==> config.mk <==
export PLATFORM = sky130hd
export DESIGN_NAME = adcf_top
export DESIGN_NICKNAME = d
export VERILOG_FILES = /design/src/hw/adcf_top.v
export VERILOG_INCLUDE_DIRS = /design/src /design/src/include
export SDC_FILE = /design/constraint.sdc
export NUM_CORES = 1
export LEC_CHECK = 0
export ABC_CLOCK_PERIOD_IN_PS = 3800
export BUFFER_PORTS_ARGS = -buffer_cell sky130_fd_sc_hd__buf_2
export CAP_MARGIN = 25
export CORE_MARGIN = 2
export CORE_UTILIZATION = 60
export CTS_CLUSTER_SIZE = 8
export DETAILED_ROUTE_END_ITERATION = 12
export GPL_ROUTABILITY_DRIVEN = 0
export HOLD_SLACK_MARGIN = 0.05
export PLACE_DENSITY = 0.84
export RECOVER_POWER = 25
export SYNTH_ARGS = -nofsm -noshare
export SYNTH_HDL_FRONTEND = slang
export SYNTH_SLANG_ARGS = --single-unit
==> constraint.sdc <==
create_clock -name clock -period 3.8 [get_ports clock]
set_input_delay 0.38 -clock clock [delete_from_list [all_inputs] [get_ports clock]]
set_output_delay 0.38 -clock clock [all_outputs]
set_load 0.02 [all_outputs]
==> src/include/adcf_defines.vh <==
// constants for the output format and configuration port block
`ifndef ADCF_DEFINES_VH
`define ADCF_DEFINES_VH
`define ADCF_FRAME_BITS   5'h10
`define ADCF_CNT_W        5
`define ADCF_ADDR_RESET   7'h00
`define ADCF_ADDR_POWER   7'h01
`define ADCF_ADDR_TIMING  7'h02
`define ADCF_ADDR_OUTMODE 7'h03
`define ADCF_ADDR_FORMAT  7'h04
`define ADCF_RESET_BIT    7
`define ADCF_REG_ZERO     8'h00
// format register fields
`define ADCF_FMT_TWOS     0
`define ADCF_FMT_RAND     1
`define ADCF_FMT_ABP      2
`define ADCF_FMT_TP_EN    3
`define ADCF_FMT_TP_LO    4
`define ADCF_FMT_TP_HI    5
// output mode register fields
`define ADCF_OUT_DIS      0
`define ADCF_OUT_MODE_LO  1
`define ADCF_OUT_MODE_HI  2
// test pattern codes
`define ADCF_TP_ONES      2'h0
`define ADCF_TP_ZEROS     2'h1
`define ADCF_TP_ALT       2'h2
`define ADCF_TP_CHECK     2'h3
`define ADCF_CHECK_A      13'h1555
`define ADCF_ODD_MASK     12'hAAA
`define ADCF_MSB          11
// power codes
`define ADCF_PWR_NORMAL   2'h0
`define ADCF_PWR_NAP2     2'h1
`define ADCF_PWR_NAPALL   2'h2
`define ADCF_PWR_SLEEP    2'h3
// output modes
`define ADCF_MODE_CMOS    2'h0
`define ADCF_MODE_LVDS    2'h2
`define ADCF_LVDS_3P5MA   3'h4
`endif

==> src/hw/adcf_top.v <==
// output word formatting and serial/parallel mode configuration port
// Functional notes
// [RULE_01] randomizer xors every data bit above the lsb with the lsb
// [RULE_02] randomizer leaves lsb, overflow flag and output clock untouched
// [RULE_03] receiver un-randomizes by xoring upper bits with received lsb
// [RULE_04] alternate polarity inverts odd data bits only
// [RULE_05] randomizer and alternate polarity combine freely; receiver reinverts odd bits
// [RULE_06] test patterns: all ones, all zeros, or alternating ones/zeros
// [RULE_07] checkerboard alternates two complementary alternating-bit words
// [RULE_08] test pattern overrides twos complement, randomizer and polarity
// [RULE_09] output disable tristates data, overflow flag and output clock
// [RULE_10] host waits 100 sample clocks after nap before trusting data
// [RULE_11] only channel 2 nap or both nap; never channel 1 alone
// [RULE_12] interface select pin high means parallel, low means serial
// [RULE_13] parallel mode: chip select pin sets duty cycle stabilizer
// [RULE_14] parallel mode: serial clock pin selects cmos or lvds 3.5ma
// [RULE_15] parallel mode: two data pins encode power state
// [RULE_16] frame is chip select low; sdi sampled on first 16 edges
// [RULE_17] serial clock rising edges beyond sixteenth are ignored
// [RULE_18] word order: read/write flag, seven address bits, eight data bits
// [RULE_19] write flag low stores data byte at address
// [RULE_20] read shifts register out on sdo, no update, sdi ignored
// [RULE_21] host's first serial command is a software reset write
// [RULE_22] software reset clears all mode control bits
// [RULE_23] reset trigger bit returns to zero after the write
// [RULE_24] written configuration applies to samples after the frame ends
`timescale 1ns/100ps
`default_nettype none
`include "adcf_defines.vh"

module adcf_top (
    // clock and reset
    input  wire        clock,
    input  wire        nrst,
    // sample path
    input  wire        sample_valid,
    input  wire [11:0] ch1_data,
    input  wire        ch1_overflow,
    input  wire [11:0] ch2_data,
    input  wire        ch2_overflow,
    input  wire        enc_clock_level,
    // formatted outputs, enables low while driven
    output reg  [11:0] ch1_out_reg,
    output reg         ch1_overflow_flag_reg,
    output reg  [11:0] ch2_out_reg,
    output reg         ch2_overflow_flag_reg,
    output reg         output_data_clock_reg,
    output wire        out_oe_n,
    // configuration pins
    input  wire        interface_select_pin,
    input  wire        cs_n_pin,
    input  wire        sck_pin,
    input  wire        sdi_pin,
    input  wire        sdo_in,
    output wire        sdo_out,
    output wire        sdo_oe_n,
    // decoded configuration
    output wire        dcs_enable,
    output wire [1:0]  output_mode,
    output wire [2:0]  lvds_current,
    output wire        lvds_term_en,
    output wire        ch1_nap,
    output wire        ch2_nap,
    output wire        sleep,
    output wire [7:0]  clock_timing
);

////////////////////////////////////////////////////////////////////////////////
// pin synchronisers
reg [1:0] sel_sync_reg, cs_sync_reg, sck_sync_reg, sdi_sync_reg, sdo_sync_reg;
reg [1:0] enc_sync_reg;
reg       sck_prev_reg, enc_prev_reg;

always @(posedge clock) begin
    if (!nrst) begin
        sel_sync_reg <= 2'h0;
        cs_sync_reg  <= 2'h3;
        sck_sync_reg <= 2'h0;
        sdi_sync_reg <= 2'h0;
        sdo_sync_reg <= 2'h0;
        enc_sync_reg <= 2'h0;
        sck_prev_reg <= 1'b0;
        enc_prev_reg <= 1'b0;
    end else begin
        sel_sync_reg <= {sel_sync_reg[0], interface_select_pin};
        cs_sync_reg  <= {cs_sync_reg[0], cs_n_pin};
        sck_sync_reg <= {sck_sync_reg[0], sck_pin};
        sdi_sync_reg <= {sdi_sync_reg[0], sdi_pin};
        sdo_sync_reg <= {sdo_sync_reg[0], sdo_in};
        enc_sync_reg <= {enc_sync_reg[0], enc_clock_level};
        sck_prev_reg <= sck_sync_reg[1];
        enc_prev_reg <= enc_sync_reg[1];
    end
end

wire parallel_mode = sel_sync_reg[1]; // [RULE_12]
wire cs_n   = cs_sync_reg[1];
wire sck_rise = sck_sync_reg[1] & ~sck_prev_reg;
wire sck_fall = ~sck_sync_reg[1] & sck_prev_reg;
wire enc_rise = enc_sync_reg[1] & ~enc_prev_reg;

////////////////////////////////////////////////////////////////////////////////
// serial port
reg [`ADCF_CNT_W-1:0] bit_cnt_reg;
reg [15:0]            shift_reg;
reg [7:0]             rd_shift_reg;
reg                   sdo_drive_low_reg;
reg                   frame_reg;
reg                   read_reg;
reg [7:0]  power_reg, timing_reg, outmode_reg, format_reg;
reg [7:0]  reset_reg;

function [7:0] reg_read;
    input [6:0] addr;
    begin
        case (addr)
            `ADCF_ADDR_RESET:   reg_read = reset_reg;
            `ADCF_ADDR_POWER:   reg_read = power_reg;
            `ADCF_ADDR_TIMING:  reg_read = timing_reg;
            `ADCF_ADDR_OUTMODE: reg_read = outmode_reg;
            `ADCF_ADDR_FORMAT:  reg_read = format_reg;
            default:            reg_read = `ADCF_REG_ZERO;
        endcase
    end
endfunction

wire serial_active = ~parallel_mode & ~cs_n;
wire take_bit = serial_active & sck_rise & (bit_cnt_reg < `ADCF_FRAME_BITS); // [RULE_16] [RULE_17]
wire [15:0] shift_next = {shift_reg[14:0], sdi_sync_reg[1]};
// frame end commits the write, so formatting sees it only afterwards
wire frame_end = frame_reg & (cs_n | parallel_mode); // [RULE_24]
wire do_write = frame_end & (bit_cnt_reg == `ADCF_FRAME_BITS) & ~shift_reg[15]; // [RULE_19]
wire [6:0] wr_addr = shift_reg[14:8]; // [RULE_18]
wire [7:0] wr_data = shift_reg[7:0];
wire soft_reset = do_write & (wr_addr == `ADCF_ADDR_RESET) & wr_data[`ADCF_RESET_BIT];

always @(posedge clock) begin
    if (!nrst) begin
        bit_cnt_reg       <= {`ADCF_CNT_W{1'b0}};
        shift_reg         <= 16'h0000;
        rd_shift_reg      <= `ADCF_REG_ZERO;
        sdo_drive_low_reg <= 1'b0;
        frame_reg         <= 1'b0;
        read_reg          <= 1'b0;
    end else begin
        frame_reg <= serial_active;
        if (!serial_active) begin
            bit_cnt_reg       <= {`ADCF_CNT_W{1'b0}};
            sdo_drive_low_reg <= 1'b0;
            read_reg          <= 1'b0;
        end else if (take_bit) begin
            bit_cnt_reg <= bit_cnt_reg + 1'b1;
            shift_reg   <= shift_next;
            // address complete after eighth bit: latch read data
            if (bit_cnt_reg == 5'h07) begin
                read_reg     <= shift_next[7]; // [RULE_20]
                rd_shift_reg <= reg_read(shift_next[6:0]);
            end
        end else if (sck_fall && read_reg && bit_cnt_reg >= 5'h08) begin
            // drive data bit after falling edge, msb first
            sdo_drive_low_reg <= ~rd_shift_reg[7]; // [RULE_20]
            rd_shift_reg      <= {rd_shift_reg[6:0], 1'b0};
        end
    end
end

// open drain: only ever pulls low
assign sdo_out  = 1'b0;
assign sdo_oe_n = ~sdo_drive_low_reg;

////////////////////////////////////////////////////////////////////////////////
// mode control registers
always @(posedge clock) begin
    if (!nrst || soft_reset) begin
        power_reg   <= `ADCF_REG_ZERO; // [RULE_22]
        timing_reg  <= `ADCF_REG_ZERO;
        outmode_reg <= `ADCF_REG_ZERO;
        format_reg  <= `ADCF_REG_ZERO;
        reset_reg   <= `ADCF_REG_ZERO; // [RULE_23]
    end else if (do_write) begin
        case (wr_addr)
            `ADCF_ADDR_POWER:   power_reg   <= wr_data; // [RULE_19]
            `ADCF_ADDR_TIMING:  timing_reg  <= wr_data;
            `ADCF_ADDR_OUTMODE: outmode_reg <= wr_data;
            `ADCF_ADDR_FORMAT:  format_reg  <= wr_data;
            default:            reset_reg   <= `ADCF_REG_ZERO;
        endcase
    end
end

////////////////////////////////////////////////////////////////////////////////
// effective configuration
wire [1:0] par_power = {sdi_sync_reg[1], sdo_sync_reg[1]}; // [RULE_15]
wire [1:0] power_code = parallel_mode ? par_power : power_reg[1:0];

assign sleep   = (power_code == `ADCF_PWR_SLEEP);
// no code naps channel 1 alone
assign ch2_nap = (power_code == `ADCF_PWR_NAP2) | (power_code == `ADCF_PWR_NAPALL); // [RULE_11]
assign ch1_nap = (power_code == `ADCF_PWR_NAPALL); // [RULE_11]

assign dcs_enable   = parallel_mode ? cs_n : timing_reg[0]; // [RULE_13]
assign output_mode  = parallel_mode ? (sck_sync_reg[1] ? `ADCF_MODE_LVDS : `ADCF_MODE_CMOS)
                                    : outmode_reg[`ADCF_OUT_MODE_HI:`ADCF_OUT_MODE_LO]; // [RULE_14]
assign lvds_current = parallel_mode ? `ADCF_LVDS_3P5MA : outmode_reg[6:4];
assign lvds_term_en = parallel_mode ? 1'b0 : outmode_reg[3]; // [RULE_14]
assign clock_timing = parallel_mode ? `ADCF_REG_ZERO : timing_reg;

wire [7:0] fmt     = parallel_mode ? `ADCF_REG_ZERO : format_reg;
wire       out_dis = ~parallel_mode & outmode_reg[`ADCF_OUT_DIS];
assign out_oe_n = out_dis; // [RULE_09]

////////////////////////////////////////////////////////////////////////////////
// output formatting
reg phase_reg;

function [12:0] fmt_word;
    input [11:0] d;
    input        ovf;
    input [7:0]  f;
    input        ph;
    reg   [11:0] w;
    reg   [12:0] tp;
    begin
        w  = d;
        tp = 13'h0000;
        if (f[`ADCF_FMT_TWOS])
            w[`ADCF_MSB] = ~w[`ADCF_MSB];
        if (f[`ADCF_FMT_RAND])
            w = w ^ {{11{w[0]}}, 1'b0}; // [RULE_01] [RULE_02]
        if (f[`ADCF_FMT_ABP])
            w = w ^ `ADCF_ODD_MASK; // [RULE_04] [RULE_05]
        case (f[`ADCF_FMT_TP_HI:`ADCF_FMT_TP_LO])
            `ADCF_TP_ONES:  tp = 13'h1FFF; // [RULE_06]
            `ADCF_TP_ZEROS: tp = 13'h0000;
            `ADCF_TP_ALT:   tp = ph ? 13'h0000 : 13'h1FFF;
            `ADCF_TP_CHECK: tp = ph ? ~`ADCF_CHECK_A : `ADCF_CHECK_A; // [RULE_07]
            default:        tp = 13'h0000;
        endcase
        if (f[`ADCF_FMT_TP_EN])
            fmt_word = tp; // [RULE_08]
        else
            fmt_word = {ovf, w};
    end
endfunction

wire [12:0] ch1_word = fmt_word(ch1_data, ch1_overflow, fmt, phase_reg);
wire [12:0] ch2_word = fmt_word(ch2_data, ch2_overflow, fmt, phase_reg);

always @(posedge clock) begin
    if (!nrst) begin
        phase_reg             <= 1'b0;
        ch1_out_reg           <= 12'h000;
        ch1_overflow_flag_reg <= 1'b0;
        ch2_out_reg           <= 12'h000;
        ch2_overflow_flag_reg <= 1'b0;
        output_data_clock_reg <= 1'b0;
    end else begin
        // clock passes through unaffected by formatting
        output_data_clock_reg <= enc_sync_reg[1]; // [RULE_02]
        if (sample_valid) begin
            phase_reg             <= ~phase_reg;
            ch1_out_reg           <= ch1_word[11:0];
            ch1_overflow_flag_reg <= ch1_word[12];
            ch2_out_reg           <= ch2_word[11:0];
            ch2_overflow_flag_reg <= ch2_word[12];
        end
    end
end

// enc_rise kept for alignment of host capture; unused internally
wire unused_ok = enc_rise;

endmodule
`default_nettype wire

==> metrics.yaml, run 1 <==
synth-simple-area-share_pct: 20.8
final.setup.tns_ns: 0
num_rows: 33
powerDensity_nw_per_um2: 363
die_h_um: 94.8
syn2layout_area_growth_pct: 12.0
grt_pass1_wl_mm: 20.0
antenna_found_initial: 0
synthXorXnorAreaFrac_pct: 3.36
fin_crit_ns: 2.78
ios: 83
cp_max_fo: 20
drtPass1Iterations: 6
post-route-drc-count: 0
nets: 668
numCtsBuffers: 9
dieArea_sq_um: 8990
hp-class: "in2reg"
cts_tree: "done"
layout_common_cells: "105 x dfxtp_1, 65 x a21oi_1, 57 x nand2_1, 57 x buf_2, 32 x o21ai_0"
syn_avg_cell_area_sq_um: 8.64
peakVddDrop_uv: 216
end_kind: "output pin"
cts_resized: 0
cts_setup_buffers: 0
grt_max_degree: 34
synth_top_family_by_area: "compound AO/OA/AOI/OAI gates"
top_layer: "met4"
htree_levels: 3
synthMuxAreaShare_pct: 4.50
start_util_pct: 61.2
largest_reg_flops: 16
fillers: 674
synth_edf_count: 0
ys.flop_type: "dfxtp_1"
netlist_area_sq_um: 4950
ys_warn_count: 0
final_common_cell: "dfxtp_1"
layout-drive-gt1-share_pct: 16.4
async_flop_share_pct: 0
cts_hold_buf: 0
insertion_delay_ns: 0.37
m1WireLength_mm: 5.24
critPathLaunchType: "flip-flop"
status: "finished, final reports clean"
power_mw: 2.01
ys_seq_elements: 105
rsz0062_at_grt: "false"
finClkSkew_ns: 0.0137
ys_seq_area_share_pct: 42.5
drt_wl_total_mm: 12.4
fin_ws_ns: 1.02
synth_area_leaders: "dfxtp_1 42%, a21oi_1 6.6%, nand2_1 4.3%"
ant_nets: 0
holdWs_ns: 0.205
multi_input_area_sq_um: 2600
tightest_slew_ns: 1.44
path_clk_slew_ns: 0.10
wl_per_cell_um: 16.8
layoutNonFillerInstCount: 739
slew_headroom_pct: 4.20
synth.distinct_cells: 56
grt_pass1_vias: 4060
ctsLongestPathBuffers: 2
vias: 4490
cap_violations: 0
worst_ep_required_time_ns: 3.42
synth_top_cell_area_share_pct: 42.5
clock.fmax_mhz: 359
wl_met3_um: 976
gr-total-overflow: 0
port_buffers: 81
hpwl_mm: 8.33
clockRootBuffer: "clkbuf_8"
dp_slack_ns: 1.25
hold_viol: 0
fp.dieW_um: 94.8
setup_violations: 0
dp.cells: 723
avgViaCountPerCell: 6.08
p_leak_nw: 1.97
synth_largest_area_cell: "dfxtp_1"
period_share_pct: 73.2
synthAdderAreaFrac_pct: 1.01
wl_met2_mm: 5.82
core_area_sq_um: 8090
syn_nets: 612
synth_compound_area_share_pct: 22.8
slew_violations: 0
drt_iter0_drc: 406
numClockSinks: 105
critPathArrivalTime_ns: 2.40
track_usage_pct: 28.3
antenna_cells: 0
seq_area_sq_um: 2100
postSynthCellCount: 573
crit_type: "reg2out"
cell usage after synthesis (3+ instances only):
master     count
nand3_1       19
xor2_1         3
a2bb2oi_1     10
dfxtp_1      105
buf_1          3
o21ai_1       19
a21oi_1       65
inv_1         17
mux2i_1       20
a211oi_1      13
nand2_1       57
a221oi_2       7
nor4_2         3
o221ai_1       5
ha_1           4
o21ai_0       32
nor2_1        24
a221oi_1       7
nand4_1       16
buf_2          7
clkbuf_1      34
nand2b_1       9
nand3b_1       3
nor2b_1       16
and2_1        13
or4bb_1        9
xnor2_1       16
final timing paths:
check / start / to / slack [ns] / cells after the start
hold / removal: sck_pin / sck_sync_reg[0] / 0.21 / 2
setup / recovery: sel_sync_reg[1] / ch2_nap / 1.02 / 5
setup reg to reg: sel_sync_reg[1] / outmode_reg[0] / 1.14 / 6
hold reg to reg: cs_sync_reg[0] / cs_sync_reg[1] / 0.44 / 1
per-layer routing:
| layer | vias up | global-route usage (%) |
|---|---|---|
| li1 | 2157 | - |
| met1 | 2097 | 37.1 |
| met2 | 201 | 44.8 |
| met3 | 35 | 5.99 |
| met4 | 0 | 12.8 |
| met5 | - | 0 |
critical path, stage by stage, from the launching register on:
cell and delay [ns]:
dfxtp_1 0.81, buf_4 0.36, mux2_2 0.38, ha_1 0.27, inv_1 0.05, buf_2 0.15
final cells by class:
cell class                      instances  share of cell area [%]
Multi-Input combinational cell        405                    46.9
Timing Repair Buffer                   90                    7.92
Clock buffer                           11                    2.73
Sequential cell                       105                    37.9
Clock inverter                          5                   0.970
Tap cell                              105                    2.37
Inverter                               18                    1.22
power breakdown:
group	internal (mW)	total, mW	switching, mW	leakage [nW]
clock	0.339	0.709	0.371	0.109
sequential	1.13	1.15	0.0188	0.856
combinational	0.0580	0.158	0.0998	1.01
per-stage QoR:
step | instance area [sq um] | util, %
2_1_floorplan | 4950 | -
3_3_place_gp | 5370 | 66.3
3_5_place_dp | 5370 | 66.4
4_1_cts | 5580 | 68.9
5_1_grt | 5550 | 68.5
6_report | 5550 | 68.5
cells by family after synthesis:
| family | count (synthesis) |
|---|---|
| simple gates | 186 |
| compound gates | 173 |
| flops | 105 |
| buf+inv | 63 |
| mux | 22 |
| xor+xnor | 19 |
| fa+ha+maj | 4 |
| other cells | 1 |
No activity file was read; power rests on OpenSTA's default activity.
==> inputs of run 2 (changes only) <==
--- a/config.mk
+++ b/config.mk
@@ -6,16 +6,17 @@
 export SDC_FILE = /design/constraint.sdc
 export NUM_CORES = 1
 export LEC_CHECK = 0
-export ABC_CLOCK_PERIOD_IN_PS = 3800
+export ABC_AREA = 1
+export ABC_CLOCK_PERIOD_IN_PS = 2700
 export BUFFER_PORTS_ARGS = -buffer_cell sky130_fd_sc_hd__buf_2
 export CAP_MARGIN = 25
 export CORE_MARGIN = 2
-export CORE_UTILIZATION = 60
+export CORE_UTILIZATION = 56
 export CTS_CLUSTER_SIZE = 8
 export DETAILED_ROUTE_END_ITERATION = 12
 export GPL_ROUTABILITY_DRIVEN = 0
 export HOLD_SLACK_MARGIN = 0.05
-export PLACE_DENSITY = 0.84
+export PLACE_DENSITY = 0.8
 export RECOVER_POWER = 25
 export SYNTH_ARGS = -nofsm -noshare
 export SYNTH_HDL_FRONTEND = slang
==> constraint.sdc (replaced) <==
create_clock -name clock -period 2.7 [get_ports clock]
set_input_delay 0.27 -clock clock [delete_from_list [all_inputs] [get_ports clock]]
set_output_delay 0.27 -clock clock [all_outputs]
set_load 0.02 [all_outputs]
==> metrics.yaml, run 2 <==
hpwl_mm: 8.72
tightest_slew_ns: 0.873
drtPass1Iterations: 7
htree_levels: 3
ys_seq_area_share_pct: 42.8
antenna_found_initial: 0
postSynthCellCount: 694
fp.dieW_um: 97.6
layout_common_cells: "159 x nand2_1, 105 x dfxtp_1, 87 x a21oi_1"
dieArea_sq_um: 9530
port_buffers: 81
status: "finished, final reports clean"
syn_nets: 733
ys_warn_count: 0
slew_headroom_pct: 41.8
cap_violations: 0
cp_max_fo: 12
cts_setup_buffers: 0
finClkSkew_ns: 0.0116
insertion_delay_ns: 0.38
hold_viol: 0
power_mw: 2.89
numCtsBuffers: 9
setup_violations: 0
synth_common_cells: "159 x nand2_1, 105 x dfxtp_1, 87 x a21oi_1, 70 x inv_1, 56 x nand3_1"
slew_violations: 0
crit_type: "reg2out"
clockRootBuffer: "clkbuf_8"
ctsLongestPathBuffers: 2
critical_path.slowest_cell: "dfxtp_1"
synth_edf_count: 0
die_h_um: 97.6
wl_per_cell_um: 13.7
p_leak_nw: 2.53
peakVddDrop_uv: 371
ios: 83
synth.distinct_cells: 36
ant_nets: 0
cts_hold_buf: 0
synth_top_cell_area_share_pct: 42.8
grt_pass1_vias: 4504
dp_slack_ns: 0.808
num_rows: 34
critPathArrivalTime_ns: 2.06
yosys.cell_count.top_type: "nand2_1"
core_area_sq_um: 8590
cts_resized: 0
final_common_cell: "nand2_1"
start_util_pct: 57.1
final_area_sq_um: 5510
fin_ws_ns: 0.367
async_flop_share_pct: 0
clock.fmax_mhz: 429
antenna_cells: 0
synth_area_leaders: "dfxtp_1 43%, nand2_1 12%, a21oi_1 8.9%"
syn_avg_cell_area_sq_um: 7.07
cts_tree: "done"
drt_iter0_drc: 313
hp-class: "in2reg"
holdCritStartpoint: "sck_pin"
syn2layout_area_growth_pct: 12.3
grt_max_degree: 43
cpPeakStageDelay_ns: 0.64
end_kind: "output pin"
largest_reg_flops: 16
critPathLaunchType: "flip-flop"
layout-drive-gt1-share_pct: 16.4
whs_path_depth: 3
period_share_pct: 86.4
path_clk_slew_ns: 0.10
final_util_pct: 64.1
post-route-drc-count: 0
numClockSinks: 105
startpoint: "sel_sync_reg[1]"
worst_ep_required_time_ns: 2.43
fin_crit_ns: 2.33
vias: 4725
grt_pass1_wl_mm: 20.6
avgViaCountPerCell: 5.42
drt_wl_total_mm: 12.0
fillers: 768
nets: 799
ys.flop_type: "dfxtp_1"
reg2reg_from: "sel_sync_reg[1]"
rsz0062_at_grt: "false"
synth_largest_area_cell: "dfxtp_1"
netlist_area_sq_um: 4910
r2r_cells: 7
gr-total-overflow: 0
powerDensity_nw_per_um2: 525
dpl-instance-area_sq_um: 5330
ys_seq_elements: 105
track_usage_pct: 26.2
worstPathCellList: "inv_2 -> or2_0 -> o21ai_0 -> ha_1 -> inv_1 -> buf_2"
final.setup.tns_ns: 0
run 2: per-stage QoR:
stage / std cells / hold WS, ns
after floorplan: 694 / 0.368
after global placement: 857 / 0.394
after detailed placement: 857 / 0.399
after CTS: 872 / 0.0618
after global routing: 872 / 0.0840
final: 872 / 0.0688
run 2: where the power goes:
part           switching, mW  internal (mW)  leakage, nW
Sequential            0.0252           1.59        0.856
Clock                  0.533          0.518        0.102
Combinational          0.153         0.0771         1.57
Total                  0.712           2.18         2.53
run 2: critical path: cells and delay by family, from the launching register on:
family	cells	cell delay, ns
and+or+nand+nor	1	0.22
adders and majority gates	1	0.31
buffers and inverters	3	0.34
AOI/OAI and AO/OA	1	0.19
DFF	1	0.64
run 2: layout make-up:
class | count | area, sq um | area share (%)
multi-input combinational | 464 | 2290 | 41.6
sequential | 105 | 2100 | 38.1
clock buffer | 10 | 128 | 2.32
inverter | 93 | 349 | 6.34
clock inverter | 5 | 81.3 | 1.48
timing repair buffer | 87 | 420 | 7.63
tap | 108 | 135 | 2.45
run 2: kinds of logic (layout without fill, tap and decap cells):
family / Yosys count / after routing / share of synthesized area (%)
AO/OA/AOI/OAI: 157 / 157 / 16.4
XOR/XNOR: 8 / 8 / 1.43
adder cells (fa/ha/maj): 4 / 4 / 1.02
buffers and inverters: 125 / 195 / 10.4
flip-flops: 105 / 105 / 42.8
other: 1 / 1 / 0.0764
AND/OR/NAND/NOR: 294 / 294 / 27.9
run 2: routing by layer:
layer  vias to the layer above  GRT usage, %  share of wire [%]
met1                      2159          34.0                 42
met4                         0          8.55                1.4
met2                       187          43.3                 48
met5                         -             0                  0
met3                        20          5.76                7.6
li1                       2359             -                  -
run 2: worst paths after layout:
check | to | slack (ns)
max | ch2_nap | 0.37
min | sck_sync_reg[0] | 0.07
max reg2reg | format_reg[4] | 0.76
min reg2reg | sdi_sync_reg[1] | 0.41
